**config.mk**
```make
export PLATFORM = sky130hd
export DESIGN_NAME = hac_top
export DESIGN_NICKNAME = d
export VERILOG_FILES = /design/src/shared/hac_pkg.sv /design/src/hw/hac_period_timer.sv /design/src/hw/hac_conv_chan.sv /design/src/hw/hac_top.sv
export VERILOG_INCLUDE_DIRS = /design/src /design/src/shared
export SDC_FILE = /design/constraint.sdc
export NUM_CORES = 1
export LEC_CHECK = 0
export BUFFER_PORTS_ARGS = -buffer_cell sky130_fd_sc_hd__buf_2
export CORE_MARGIN = 3
export CORE_UTILIZATION = 43
export DETAILED_ROUTE_END_ITERATION = 12
export PLACE_DENSITY = 0.63
export RECOVER_POWER = 25
export SLEW_MARGIN = 30
export SYNTH_ARGS = -nofsm -noshare
export SYNTH_HDL_FRONTEND = slang
export SYNTH_SLANG_ARGS = --single-unit
```
**constraint.sdc**
```tcl
create_clock -name i_mclk -period 4.9 [get_ports i_mclk]
set_clock_uncertainty 0.15 [all_clocks]
set_input_delay 0.98 -clock i_mclk [delete_from_list [all_inputs] [get_ports i_mclk]]
set_output_delay 0.98 -clock i_mclk [all_outputs]
set_load 0.02 [all_outputs]
```
**src/shared/hac_consts.svh**
```systemverilog
`ifndef HAC_CONSTS_SVH
`define HAC_CONSTS_SVH

`define HAC_ADDR_TEMP_RESULT    8'hd7
`define HAC_ADDR_CONV_START     8'hd8
`define HAC_ADDR_BATT_RESULT    8'hdf
`define HAC_ADDR_VDC_RESULT     8'hef
`define HAC_ADDR_DELTA_CFG      8'hf3
`define HAC_ADDR_STROBE_CFG     8'hf9
`define HAC_ADDR_BATT_THRESH    8'hfa
`define HAC_BIT_BASE            8'hd8
`define HAC_BIT_TOP             8'hdf
`define HAC_GO_BATT             0
`define HAC_GO_TEMP             1
`define HAC_GO_VDC              2
`define HAC_GO_PLL_ACK          7
`define HAC_VDC_DELTA_LSB       0
`define HAC_TEMP_DELTA_LSB      3
`define HAC_TEMP_PER_LSB        0
`define HAC_BATT_PER_LSB        2
`define HAC_VDC_PER_LSB         4
`define HAC_RST_BYTE            8'h00
`define HAC_RST_GO              3'h0
`define HAC_RST_CFG             6'h00
`define HAC_DELTA_OFF           3'h0
`define HAC_DELTA_ALL           3'h7
`define HAC_TEMP_PER_LONG       5'h08
`define HAC_TEMP_PER_MID        5'h02
`define HAC_BATT_PER_LONG       5'h10
`define HAC_BATT_PER_MID        5'h04
`define HAC_VDC_PER_LONG        5'h08
`define HAC_VDC_PER_MID         5'h02
`define HAC_PER_SHORT           5'h01
`define HAC_MINUTE_S            36'h3c
`define HAC_CLK_HZ              36'h5f5e100
`define HAC_MINUTE_CYCLES       (`HAC_MINUTE_S * `HAC_CLK_HZ)

`endif

```
**src/shared/hac_pkg.sv**
```systemverilog
package hac_pkg;

    typedef enum logic [1:0] {
        HAC_IDLE,
        HAC_REQ,
        HAC_CONV
    } hac_chan_st_e;

    // Answer side of one converter handshake
    typedef struct packed {
        logic       ack;
        logic       done;
        logic [7:0] result;
    } hac_conv_in_s;

endpackage

```
**src/hw/hac_period_timer.sv**
```systemverilog
`timescale 1ns/1ns
`include "hac_consts.svh"

module hac_period_timer #(
    parameter logic [4:0] LONG_MIN = 5'h08,
    parameter logic [4:0] MID_MIN  = 5'h02
) (
    input  wire logic       i_mclk,
    input  wire logic       i_rst_b,
    input  wire logic       i_minute_tick,
    input  wire logic [1:0] i_period,
    output logic            o_strobe
);

    logic [4:0] cnt_q;
    logic [4:0] lim;

    always_comb begin
        case (i_period)
            2'h1:    lim = LONG_MIN;
            2'h2:    lim = MID_MIN;
            default: lim = `HAC_PER_SHORT;
        endcase
    end

    // Code zero keeps the timer idle
    always_ff @(posedge i_mclk or negedge i_rst_b) begin
        if (!i_rst_b) begin
            cnt_q    <= 5'h00;
            o_strobe <= 1'b0;
        end else if (i_period == 2'h0) begin
            cnt_q    <= 5'h00;
            o_strobe <= 1'b0;
        end else if (i_minute_tick) begin
            if (cnt_q + 5'h01 >= lim) begin
                cnt_q    <= 5'h00;
                o_strobe <= 1'b1;
            end else begin
                cnt_q    <= cnt_q + 5'h01;
                o_strobe <= 1'b0;
            end
        end else begin
            o_strobe <= 1'b0;
        end
    end

endmodule // hac_period_timer

```
**src/hw/hac_conv_chan.sv**
```systemverilog
`timescale 1ns/1ns
`include "hac_consts.svh"

module hac_conv_chan #(
    parameter bit THRESH_MODE = 1'b0
) (
    input  wire logic              i_mclk,
    input  wire logic              i_rst_b,
    input  wire logic              i_sw_go,
    input  wire logic              i_bg_strobe,
    input  wire logic [2:0]        i_delta,
    input  wire logic [7:0]        i_thresh,
    input  hac_pkg::hac_conv_in_s  i_conv,
    output logic                   o_req,
    output logic                   o_taken,
    output logic                   o_event,
    output logic [7:0]             o_data
);

    hac_pkg::hac_chan_st_e st_q;
    logic                  bg_pend_q;
    logic                  single_q;
    logic [7:0]            last_q;
    logic                  hit;

    function automatic logic delta_hit(input logic [7:0] a, input logic [7:0] b, input logic [2:0] code);
        logic [7:0] d;
        d = (a > b) ? (a - b) : (b - a);
        if (code == `HAC_DELTA_OFF) begin
            delta_hit = 1'b0;
        end else if (code == `HAC_DELTA_ALL) begin
            delta_hit = 1'b1;
        end else begin
            delta_hit = d > {5'h00, code};
        end
    endfunction

    always_comb begin
        if (THRESH_MODE) begin
            hit = i_conv.result < i_thresh;
        end else begin
            hit = delta_hit(i_conv.result, last_q, i_delta);
        end
    end

    assign o_taken = (st_q == hac_pkg::HAC_REQ) && i_conv.ack && i_sw_go;

    // A new strobe wins over the clear
    always_ff @(posedge i_mclk or negedge i_rst_b) begin
        if (!i_rst_b) begin
            bg_pend_q <= 1'b0;
        end else if (i_bg_strobe) begin
            bg_pend_q <= 1'b1;
        end else if (st_q == hac_pkg::HAC_REQ && i_conv.ack) begin
            bg_pend_q <= 1'b0;
        end
    end

    // Converter handshake
    always_ff @(posedge i_mclk or negedge i_rst_b) begin
        if (!i_rst_b) begin
            st_q     <= hac_pkg::HAC_IDLE;
            o_req    <= 1'b0;
            single_q <= 1'b0;
            o_event  <= 1'b0;
            o_data   <= `HAC_RST_BYTE;
        end else begin
            o_event <= 1'b0;
            case (st_q)
                hac_pkg::HAC_IDLE: begin
                    if (i_sw_go || bg_pend_q) begin
                        st_q  <= hac_pkg::HAC_REQ;
                        o_req <= 1'b1;
                    end
                end
                hac_pkg::HAC_REQ: begin
                    if (i_conv.ack) begin
                        st_q     <= hac_pkg::HAC_CONV;
                        o_req    <= 1'b0;
                        single_q <= i_sw_go;
                    end
                end
                hac_pkg::HAC_CONV: begin
                    if (i_conv.done) begin
                        st_q    <= hac_pkg::HAC_IDLE;
                        o_event <= single_q || hit;
                        o_data  <= i_conv.result;
                    end
                end
                default: begin
                    st_q  <= hac_pkg::HAC_IDLE;
                    o_req <= 1'b0;
                end
            endcase
        end
    end

    // Last reported value follows reported events only
    always_ff @(posedge i_mclk or negedge i_rst_b) begin
        if (!i_rst_b) begin
            last_q <= `HAC_RST_BYTE;
        end else if (st_q == hac_pkg::HAC_CONV && i_conv.done && (single_q || hit)) begin
            last_q <= i_conv.result;
        end
    end

endmodule // hac_conv_chan

```
**src/hw/hac_top.sv**
```systemverilog
`timescale 1ns/1ns
`include "hac_consts.svh"

// How it works
// - Voltage delta bits 2:0; 0 off, 1-6 LSB threshold, 7 every sample.
// - Background temperature interrupts when change from last reported exceeds delta.
// - Start bit 2 requests voltage conversion; clears when converter accepts.
// - Start bit 1 requests temperature conversion; clears when converter accepts.
// - Start bit 0 requests battery conversion; clears when converter accepts.
// - Writing one to start bit 7 pulses the PLL fault clear.
// - Battery result below threshold register raises the battery interrupt.
// - Voltage result register loads on a voltage event or a software write.
// - Battery result register loads on a battery event or a software write.
// - Temperature result register loads on a temperature event or a software write.
// - Software temperature conversion always loads result and interrupts.
// - Periodic temperature sampling off after reset until interval nonzero.
// - Temperature result kept as 8-bit unsigned value.
// - Temperature delta bits 5:3; 0 off, 1-6 LSB threshold, 7 every sample.
// - Temperature interval bits 1:0: off, 8, 2, 1 minutes.
// - Background voltage change beyond delta sets the voltage-change flag.
// - Background battery below threshold sets the low-battery flag.
module hac_top #(
    parameter logic [35:0] MINUTE_CYCLES = `HAC_MINUTE_CYCLES
) (
    input  wire logic              i_mclk,
    input  wire logic              i_rst_b,
    input  wire logic [7:0]        i_sfr_addr,
    input  wire logic [7:0]        i_sfr_wdata,
    input  wire logic              i_sfr_wr,
    input  wire logic [7:0]        i_bit_addr,
    input  wire logic              i_bit_wdata,
    input  wire logic              i_bit_wr,
    input  hac_pkg::hac_conv_in_s  i_temp_conv,
    input  hac_pkg::hac_conv_in_s  i_batt_conv,
    input  hac_pkg::hac_conv_in_s  i_vdc_conv,
    output logic [7:0]             o_sfr_rdata,
    output logic                   o_bit_rdata,
    output logic                   o_temp_req,
    output logic                   o_batt_req,
    output logic                   o_vdc_req,
    output logic                   o_temp_irq,
    output logic                   o_low_battery_flag_set,
    output logic                   o_voltage_change_flag_set,
    output logic                   o_pll_fault_clr
);

    logic [2:0]  go_q;
    logic [2:0]  go_d;
    logic [2:0]  taken;
    logic [7:0]  temperature_result_q;
    logic [7:0]  battery_result_q;
    logic [7:0]  ext_voltage_result_q;
    logic [5:0]  change_delta_config_q;
    logic [5:0]  strobe_period_config_q;
    logic [7:0]  battery_low_threshold_q;
    logic [35:0] minute_cnt_q;
    logic        minute_tick_q;
    logic [2:0]  bg_strobe;
    logic [2:0]  chan_event;
    logic [7:0]  temp_data;
    logic [7:0]  batt_data;
    logic [7:0]  vdc_data;
    logic [7:0]  start_view;
    logic        wr_start;
    logic        bit_hit;
    logic [2:0]  bit_idx;

    function automatic logic byte_wr(input logic wr, input logic [7:0] addr, input logic [7:0] target);
        byte_wr = wr && (addr == target);
    endfunction

    assign wr_start   = byte_wr(i_sfr_wr, i_sfr_addr, `HAC_ADDR_CONV_START);
    assign bit_hit    = (i_bit_addr >= `HAC_BIT_BASE) && (i_bit_addr <= `HAC_BIT_TOP);
    assign bit_idx    = 3'(i_bit_addr - `HAC_BIT_BASE);
    assign start_view = {4'h0, 1'b0, go_q};

    // Go bits: a software set wins over the converter's clear
    always_comb begin
        go_d = go_q & ~taken;
        if (wr_start) begin
            go_d = i_sfr_wdata[2:0];
        end else if (i_bit_wr && bit_hit && bit_idx <= 3'h2) begin
            go_d[bit_idx[1:0]] = i_bit_wdata;
        end
    end

    always_ff @(posedge i_mclk or negedge i_rst_b) begin
        if (!i_rst_b) begin
            go_q <= `HAC_RST_GO;
        end else begin
            go_q <= go_d;
        end
    end

    // PLL fault acknowledge is a write-one pulse, reads back zero
    always_ff @(posedge i_mclk or negedge i_rst_b) begin
        if (!i_rst_b) begin
            o_pll_fault_clr <= 1'b0;
        end else begin
            o_pll_fault_clr <= (wr_start && i_sfr_wdata[`HAC_GO_PLL_ACK]) ||
                               (i_bit_wr && bit_hit && bit_idx == 3'h7 && i_bit_wdata);
        end
    end

    // Configuration registers; reserved bits are not stored
    always_ff @(posedge i_mclk or negedge i_rst_b) begin
        if (!i_rst_b) begin
            change_delta_config_q   <= `HAC_RST_CFG;
            strobe_period_config_q  <= `HAC_RST_CFG;
            battery_low_threshold_q <= `HAC_RST_BYTE;
        end else begin
            if (byte_wr(i_sfr_wr, i_sfr_addr, `HAC_ADDR_DELTA_CFG)) begin
                change_delta_config_q <= i_sfr_wdata[5:0];
            end
            if (byte_wr(i_sfr_wr, i_sfr_addr, `HAC_ADDR_STROBE_CFG)) begin
                strobe_period_config_q <= i_sfr_wdata[5:0];
            end
            if (byte_wr(i_sfr_wr, i_sfr_addr, `HAC_ADDR_BATT_THRESH)) begin
                battery_low_threshold_q <= i_sfr_wdata;
            end
        end
    end

    // Result registers: an event load wins over a software write
    always_ff @(posedge i_mclk or negedge i_rst_b) begin
        if (!i_rst_b) begin
            temperature_result_q <= `HAC_RST_BYTE;
        end else if (chan_event[`HAC_GO_TEMP]) begin
            temperature_result_q <= temp_data;
        end else if (byte_wr(i_sfr_wr, i_sfr_addr, `HAC_ADDR_TEMP_RESULT)) begin
            temperature_result_q <= i_sfr_wdata;
        end
    end

    always_ff @(posedge i_mclk or negedge i_rst_b) begin
        if (!i_rst_b) begin
            battery_result_q <= `HAC_RST_BYTE;
        end else if (chan_event[`HAC_GO_BATT]) begin
            battery_result_q <= batt_data;
        end else if (byte_wr(i_sfr_wr, i_sfr_addr, `HAC_ADDR_BATT_RESULT)) begin
            battery_result_q <= i_sfr_wdata;
        end
    end

    always_ff @(posedge i_mclk or negedge i_rst_b) begin
        if (!i_rst_b) begin
            ext_voltage_result_q <= `HAC_RST_BYTE;
        end else if (chan_event[`HAC_GO_VDC]) begin
            ext_voltage_result_q <= vdc_data;
        end else if (byte_wr(i_sfr_wr, i_sfr_addr, `HAC_ADDR_VDC_RESULT)) begin
            ext_voltage_result_q <= i_sfr_wdata;
        end
    end

    // Registered read data; unmapped addresses read zero
    always_ff @(posedge i_mclk or negedge i_rst_b) begin
        if (!i_rst_b) begin
            o_sfr_rdata <= `HAC_RST_BYTE;
            o_bit_rdata <= 1'b0;
        end else begin
            if (i_sfr_addr == `HAC_ADDR_TEMP_RESULT) begin
                o_sfr_rdata <= temperature_result_q;
            end else if (i_sfr_addr == `HAC_ADDR_CONV_START) begin
                o_sfr_rdata <= start_view;
            end else if (i_sfr_addr == `HAC_ADDR_BATT_RESULT) begin
                o_sfr_rdata <= battery_result_q;
            end else if (i_sfr_addr == `HAC_ADDR_VDC_RESULT) begin
                o_sfr_rdata <= ext_voltage_result_q;
            end else if (i_sfr_addr == `HAC_ADDR_DELTA_CFG) begin
                o_sfr_rdata <= {2'h0, change_delta_config_q};
            end else if (i_sfr_addr == `HAC_ADDR_STROBE_CFG) begin
                o_sfr_rdata <= {2'h0, strobe_period_config_q};
            end else if (i_sfr_addr == `HAC_ADDR_BATT_THRESH) begin
                o_sfr_rdata <= battery_low_threshold_q;
            end else begin
                o_sfr_rdata <= `HAC_RST_BYTE;
            end
            o_bit_rdata <= bit_hit && start_view[bit_idx];
        end
    end

    // Minute tick shared by the three period timers
    always_ff @(posedge i_mclk or negedge i_rst_b) begin
        if (!i_rst_b) begin
            minute_cnt_q  <= 36'h0;
            minute_tick_q <= 1'b0;
        end else if (minute_cnt_q >= MINUTE_CYCLES - 36'h1) begin
            minute_cnt_q  <= 36'h0;
            minute_tick_q <= 1'b1;
        end else begin
            minute_cnt_q  <= minute_cnt_q + 36'h1;
            minute_tick_q <= 1'b0;
        end
    end

    hac_period_timer #(
        .LONG_MIN (`HAC_TEMP_PER_LONG),
        .MID_MIN  (`HAC_TEMP_PER_MID)
    ) u_temp_timer (
        .i_mclk        (i_mclk),
        .i_rst_b       (i_rst_b),
        .i_minute_tick (minute_tick_q),
        .i_period      (strobe_period_config_q[`HAC_TEMP_PER_LSB +: 2]),
        .o_strobe      (bg_strobe[`HAC_GO_TEMP])
    );

    hac_period_timer #(
        .LONG_MIN (`HAC_BATT_PER_LONG),
        .MID_MIN  (`HAC_BATT_PER_MID)
    ) u_batt_timer (
        .i_mclk        (i_mclk),
        .i_rst_b       (i_rst_b),
        .i_minute_tick (minute_tick_q),
        .i_period      (strobe_period_config_q[`HAC_BATT_PER_LSB +: 2]),
        .o_strobe      (bg_strobe[`HAC_GO_BATT])
    );

    hac_period_timer #(
        .LONG_MIN (`HAC_VDC_PER_LONG),
        .MID_MIN  (`HAC_VDC_PER_MID)
    ) u_vdc_timer (
        .i_mclk        (i_mclk),
        .i_rst_b       (i_rst_b),
        .i_minute_tick (minute_tick_q),
        .i_period      (strobe_period_config_q[`HAC_VDC_PER_LSB +: 2]),
        .o_strobe      (bg_strobe[`HAC_GO_VDC])
    );

    hac_conv_chan #(.THRESH_MODE(1'b0)) u_temp_chan (
        .i_mclk      (i_mclk),
        .i_rst_b     (i_rst_b),
        .i_sw_go     (go_q[`HAC_GO_TEMP]),
        .i_bg_strobe (bg_strobe[`HAC_GO_TEMP]),
        .i_delta     (change_delta_config_q[`HAC_TEMP_DELTA_LSB +: 3]),
        .i_thresh    (`HAC_RST_BYTE),
        .i_conv      (i_temp_conv),
        .o_req       (o_temp_req),
        .o_taken     (taken[`HAC_GO_TEMP]),
        .o_event     (chan_event[`HAC_GO_TEMP]),
        .o_data      (temp_data)
    );

    hac_conv_chan #(.THRESH_MODE(1'b1)) u_batt_chan (
        .i_mclk      (i_mclk),
        .i_rst_b     (i_rst_b),
        .i_sw_go     (go_q[`HAC_GO_BATT]),
        .i_bg_strobe (bg_strobe[`HAC_GO_BATT]),
        .i_delta     (`HAC_DELTA_OFF),
        .i_thresh    (battery_low_threshold_q),
        .i_conv      (i_batt_conv),
        .o_req       (o_batt_req),
        .o_taken     (taken[`HAC_GO_BATT]),
        .o_event     (chan_event[`HAC_GO_BATT]),
        .o_data      (batt_data)
    );

    hac_conv_chan #(.THRESH_MODE(1'b0)) u_vdc_chan (
        .i_mclk      (i_mclk),
        .i_rst_b     (i_rst_b),
        .i_sw_go     (go_q[`HAC_GO_VDC]),
        .i_bg_strobe (bg_strobe[`HAC_GO_VDC]),
        .i_delta     (change_delta_config_q[`HAC_VDC_DELTA_LSB +: 3]),
        .i_thresh    (`HAC_RST_BYTE),
        .i_conv      (i_vdc_conv),
        .o_req       (o_vdc_req),
        .o_taken     (taken[`HAC_GO_VDC]),
        .o_event     (chan_event[`HAC_GO_VDC]),
        .o_data      (vdc_data)
    );

    // Event pulses leave the block from channel flip-flops
    assign o_temp_irq                = chan_event[`HAC_GO_TEMP];
    assign o_low_battery_flag_set    = chan_event[`HAC_GO_BATT];
    assign o_voltage_change_flag_set = chan_event[`HAC_GO_VDC];

endmodule // hac_top

```
## After elaboration in Yosys (flattened, before gate mapping)

Index checks and enable logic that the tools add are counted.

- Add/sub/neg operators: 9
- Multiplexer cells: 82
- Magnitude comparators: 15
- Shift-type cells: 0
- Multiply operators: 0
- Reduce and logical (&&, ||, !) cells: 61
- Div/mod/pow operators: 0
- Equal/unequal tests: 31
- Bitwise logic cells: 5

Operator list:

| operator | count |
|---|---|
| two-way mux 8 bit | 15 |
| equality test 8 bit (second input constant) | 7 |
| two-way mux 5 bit | 9 |
| adder 36 x 1 -> 36 bit (second input constant) | 1 |
| greater-or-equal comparator 36 x 33 -> 1 bit (second input constant) | 1 |
| two-way mux 36 bit | 1 |
| two-way mux 1 bit | 34 |
| subtractor 8 bit | 4 |
| logical AND 1 bit | 25 |
| two-way mux 2 bit | 9 |
| case mux 2 bit (3 select lines) | 3 |
| AND reduction 3 bit | 6 |
| nonzero test 2 bit | 9 |
| > comparator 8 x 3 -> 1 bit | 2 |
| > comparator 8 bit | 2 |
| case mux 4 bit (2 select lines) | 2 |
| adder 5 x 1 -> 5 bit (second input constant) | 3 |
| equality test 2 x 1 -> 1 bit (second input constant) | 6 |
| equality test 2 bit (second input constant) | 6 |
| logical NOT 2 bit | 6 |
| != test 2 bit (second input constant) | 6 |
| AND reduction 2 bit | 6 |
| greater-or-equal comparator 5 x 4 -> 1 bit | 2 |
| case mux 5 bit (2 select lines) | 1 |
| 21 further kinds | 37 |

- Bits in latches: 0
- Memories kept: 0
- Bits in writable memories: 0
- ROM bits: 0
- Flip-flop bits (word level): 170
- Output and inout bits: 16
- Bits of input ports: 59

## Logic depth before layout (Yosys ltp)

- Depth in word-level cells: 8
- Mapped depth: 19

## Modules after synthesis

From an unflattened synthesis, not the netlist that was laid out.

- Cells, all modules: 1022
- Area total of the unflattened synthesis: 10252.3 um^2

Modules (own cells, without submodules):

| module | instances | seq. area each (um^2) | area each (um^2) | cells each |
|---|---|---|---|---|
| hac_top | 1 | 2352.3 | 4689.5 | 461 |
| hac_conv_chan (u_temp_chan ...) | 2 | 550.5 | 1736.7 | 185 |
| hac_period_timer (u_temp_timer ...) | 2 | 150.1 | 424.2 | 40 |
| hac_conv_chan (u_batt_chan) | 1 | 350.3 | 765.7 | 63 |
| hac_period_timer (u_batt_timer) | 1 | 150.1 | 475.5 | 48 |

## Worst setup path after synthesis

OpenSTA, ideal clock, no wires.

- Path type: input to register
- From: input i_temp_conv[0] (netlist name)
- To: register u_temp_chan.last_q[7]
- Data required time: 4.625 ns
- Path slack: 0.127 ns
- Cell stages on the path: 17
- Arrival: 4.498 ns
- Path buffers: 1
- Setup time: 0.125 ns
- Path through: inv_1 -> ha_1 -> inv_1 -> fa_1 -> nand3_1 -> a21oi_1 -> o31a_1 -> o22ai_1 -> mux2_2 -> ha_1 -> a211oi_1 -> o21ai_0 -> or4_1 -> o41ai_1 -> a31oi_1 -> buf_2 -> mux2_2

- Longest elaborated chain between the ends: 7
- Elaborated cells between the ends (all ways): 9
- Classes of those cells: add/sub (2); order compare (2); mux (3); reduce/logical (2)

Ends and longest elaborated chain:

| item | RTL line | RTL |
|---|---|---|
| start: declaration | hac_top.sv:33 | `input hac_pkg::hac_conv_in_s i_temp_conv,` |
| subtractor 8 bit / > comparator 8 bit (equally long branches) | hac_conv_chan.sv:28 | `d = (a > b) ? (a - b) : (b - a);` |
| two-way mux 8 bit * | hac_conv_chan.sv:28 |  |
| > comparator 8 x 3 -> 1 bit * | hac_conv_chan.sv:34 | `delta_hit = d > {5'h00, code};` |
| two-way mux 1 bit * | hac_conv_chan.sv:31 | `` end else if (code == `HAC_DELTA_ALL) begin `` |
| two-way mux 1 bit * | hac_conv_chan.sv:29 | `` if (code == `HAC_DELTA_OFF) begin `` |
| logical OR 1 bit * | hac_conv_chan.sv:102 | `end else if (st_q == hac_pkg::HAC_CONV && i_conv.done && (single_q \|\| hit)) begin` |
| logical AND 1 bit * | hac_conv_chan.sv:102 |  |
| end signal: assignment | hac_conv_chan.sv:101 | `` last_q <= `HAC_RST_BYTE; `` |
| end signal: assignment | hac_conv_chan.sv:103 | `last_q <= i_conv.result;` |
| end: declaration | hac_conv_chan.sv:23 | `logic [7:0] last_q;` |

Every way passes the cells marked *; elsewhere a longest branch is shown, timed or not.
A chain may end at the register's enable or synchronous reset.

## Worst setup path in the final report

- From: input i_temp_conv[0] (netlist name)
- To: register u_temp_chan.last_q[1]

The elaborated chain is that of the path after synthesis.

==> results.ini <==
[outcome]
outcome=finished with violations
violations=capacitance limit, slew limit

[clock_tree]
holdBufCountCts=0
cts_tree=yes
clk_pin_slew_worst_paths_ns=0.07
ctsResizeCount=0
htreeDepth=4
insertion_delay_ns=0.44
cts-buffers-inserted=17
cts_setup_buffers=0
ctsRootBufferMaster=clkbuf_16
clockBufferDepth=2
cts_num_sinks=170

[floorplan]
fp.dieW_um=156
core_um2=22000
start_util_pct=44.1
num_rows=54
ios=75
die_h_um=156
design.die.area_um2=24400

[timing]
fmax_mhz=220
hold_ws_ns=0.278
fin_ws_ns=0.360
setup_viol=0
fin_setup_tns_ns=0
rsz0062_at_grt=no
relSlewSlack_pct=-51.6
min_period_ns=4.54
drv_slew=93
hold_viol=0
tightestPinTransition_ns=2.27
post-route-period-util_pct=92.7

[setup_path]
crit-reg2reg-launch=u_temp_chan.last_q[0]$_DFFE_PN0P_
required_ns=5.06
critPathLaunchType=primary input
crit_path_end=u_temp_chan.last_q[1]$_DFFE_PN0P_
cp_num_buf_inv=5
cp_cell_sequence=buf_2 > inv_1 > ha_1 > inv_1 > fa_1 > nand3_1 > a21oi_1 > o31a_1 > o22ai_2 > buf_4 > mux2i_1 > xnor2_1 > ha_1 > o21ai_0 > o21ai_0 > or4_1 > o41ai_2 > a31oi_1 > buf_4 > mux2i_1
cp_top_family=compound AO/OA/AOI/OAI gates
crit_fanout=4
rr_worst_depth=18
slowest_stage=or4_1
cpPeakStageDelay_ns=0.51
critPathKind=primary input to flip-flop
startpoint=i_temp_conv[0]
worst-path-stages=20
r2r_slack_ns=0.74
worstPathArrival_ns=4.70
critPathCaptureType=flip-flop
timing.rr.end=u_temp_chan.last_q[1]$_DFFE_PN0P_

[global_routing]
grt_pass1_vias=7384
grt_pass1_wl_um=37500
grt_max_degree=93
antenna_found_initial=1
track_usage_pct=19.1
gr-total-overflow=0

[placement]
dp_slack_ns=-0.173
port_buffers=74
placed_area_um2=10500
hpwl_um=16900
gp_congestion=0.890

[route]
postRouteAntennaNets=0
vias=7512
drtIter0Drc=459
post-route-drc-count=0
drt_pass1_iterations=5
vias_per_cell=5.45
routed_wl_um=22500
wl_per_cell_um=16.3

[final_layout]
layout_commonest_cell=dfrtp_1
design_area_um2=11100
num_antenna_cells=0
synthToLayoutAreaGrowth_pct=14.7
fin_nets=1214
final_cell_mix=dfrtp_1, nor2_1, nand2_1
drive_gt1_share_pct=15.7

[pwr]
powerDensity_nw_per_um2=389
ir_drop_mv=0.222
p_leak_uw=0.00503
power.total_uw=4320

[job]
maxCapViolCount=1

[synth]
synthArstFlopShare_pct=100
synth_edf_count=0
ys_seq_elements=170
syn_avg_cell_area_um2=9.69
netlist_instances=999
synth_warnings=0
syn_area_um2=9680
synthFlopType=dfrtp_1
ys_types=66
seq_area_frac_synth_pct=43.9

[min_path]
worstHoldPathType=flip-flop to flip-flop

-- flip-flops by register name (all words and copies together) (netlist names), 3 cells and up --
name and count:
u_temp_chan.last_q 8, u_temp_timer.cnt_q 5, u_temp_chan.o_data 8, minute_cnt_q 36, ext_voltage_result_q 8, strobe_period_config_q 6, u_batt_timer.cnt_q 5, u_vdc_chan.o_data 8
u_batt_chan.o_data 8, u_vdc_chan.last_q 8, go_q 3, temperature_result_q 8, battery_result_q 8, u_vdc_timer.cnt_q 5, battery_low_threshold_q 8, change_delta_config_q 6
o_sfr_rdata 8
-- power by group --
| group | internal, µW | switching [µW] |
|---|---|---|
| clock | 826 | 623 |
| combinational | 458 | 568 |
| sequential | 1650 | 193 |
-- layer usage --
layer / vias to the layer above / track usage, % / wire (µm)
met3: 27 / 3.61 / 969
met1: 3643 / 27.6 / 11000
met2: 156 / 29.6 / 10100
met4: 2 / 5.21 / 363
li1: 3684 / - / -
met5: - / 0 / 9
-- worst min path at each step --
| stage | endpoint | slack (ns) | cells past startpoint | start |
|---|---|---|---|---|
| final | u_batt_chan.bg_pend_q$_DFFE_PN0P_ | 0.28 | 1 | u_batt_timer.o_strobe$_DFF_PN0_ |
| after global routing | u_batt_chan.bg_pend_q$_DFFE_PN0P_ | 0.30 | 1 | u_batt_timer.o_strobe$_DFF_PN0_ |
| after CTS | u_batt_chan.bg_pend_q$_DFFE_PN0P_ | 0.28 | 1 | u_batt_timer.o_strobe$_DFF_PN0_ |
| after detailed placement | u_batt_chan.bg_pend_q$_DFFE_PN0P_ | 0.27 | 1 | u_batt_timer.o_strobe$_DFF_PN0_ |
| after global placement | u_batt_chan.bg_pend_q$_DFFE_PN0P_ | 0.26 | 1 | u_batt_timer.o_strobe$_DFF_PN0_ |
| after floorplan | u_batt_chan.bg_pend_q$_DFFE_PN0P_ | 0.25 | 1 | u_batt_timer.o_strobe$_DFF_PN0_ |
-- metrics by stage --
stage                     utilization (%)  instances
after floorplan                         -       1001
after global placement               47.6       1347
after detailed placement             47.7       1347
after CTS                            50.5       1379
after global routing                 50.6       1379
final                                50.6       1379
-- cells in the mapped netlist, types with 10 or more instances --
cell type    n  area share (%)
mux2_2      36             4.2
xor2_1      27             2.4
clkbuf_1    19            0.74
inv_1       77             3.0
dfrtp_1    170              44
a21oi_1     51             2.6
o21ai_0     71             3.7
a31oi_1     10            0.65
nand2_1     87             3.4
nand3_1     39             2.0
mux2i_1     48             5.0
nor2_1      88             3.4
nand4_1     14            0.90
xnor2_1     20             1.8
nor3_1      24             1.2
ha_1        65             8.4
a211oi_1    11            0.85
-- cells by family (layout without fill, tap and decap cells) --
kind of cell	Yosys count	count (layout)	synth area share [%]
other	1	3	0.0387
muxes	85	85	9.30
AOI/OAI and AO/OA	200	200	13.1
DFF	170	170	43.9
buffers and inverters	107	205	4.29
adders and majority gates	69	69	9.23
and+or+nand+nor	320	320	15.9
xor gates and xnor gates	47	47	4.25
-- cell type report --
class | instances | area (µm²)
flip-flops and latches | 170 | 4250
clock inverters | 15 | 204
clock buffers | 17 | 425
inverters | 78 | 293
multi-input cells | 724 | 5050
repair buffers | 95 | 523
fillers | 2077 | 10900
well taps | 280 | 350
No activity file was read; power rests on OpenSTA's default activity.
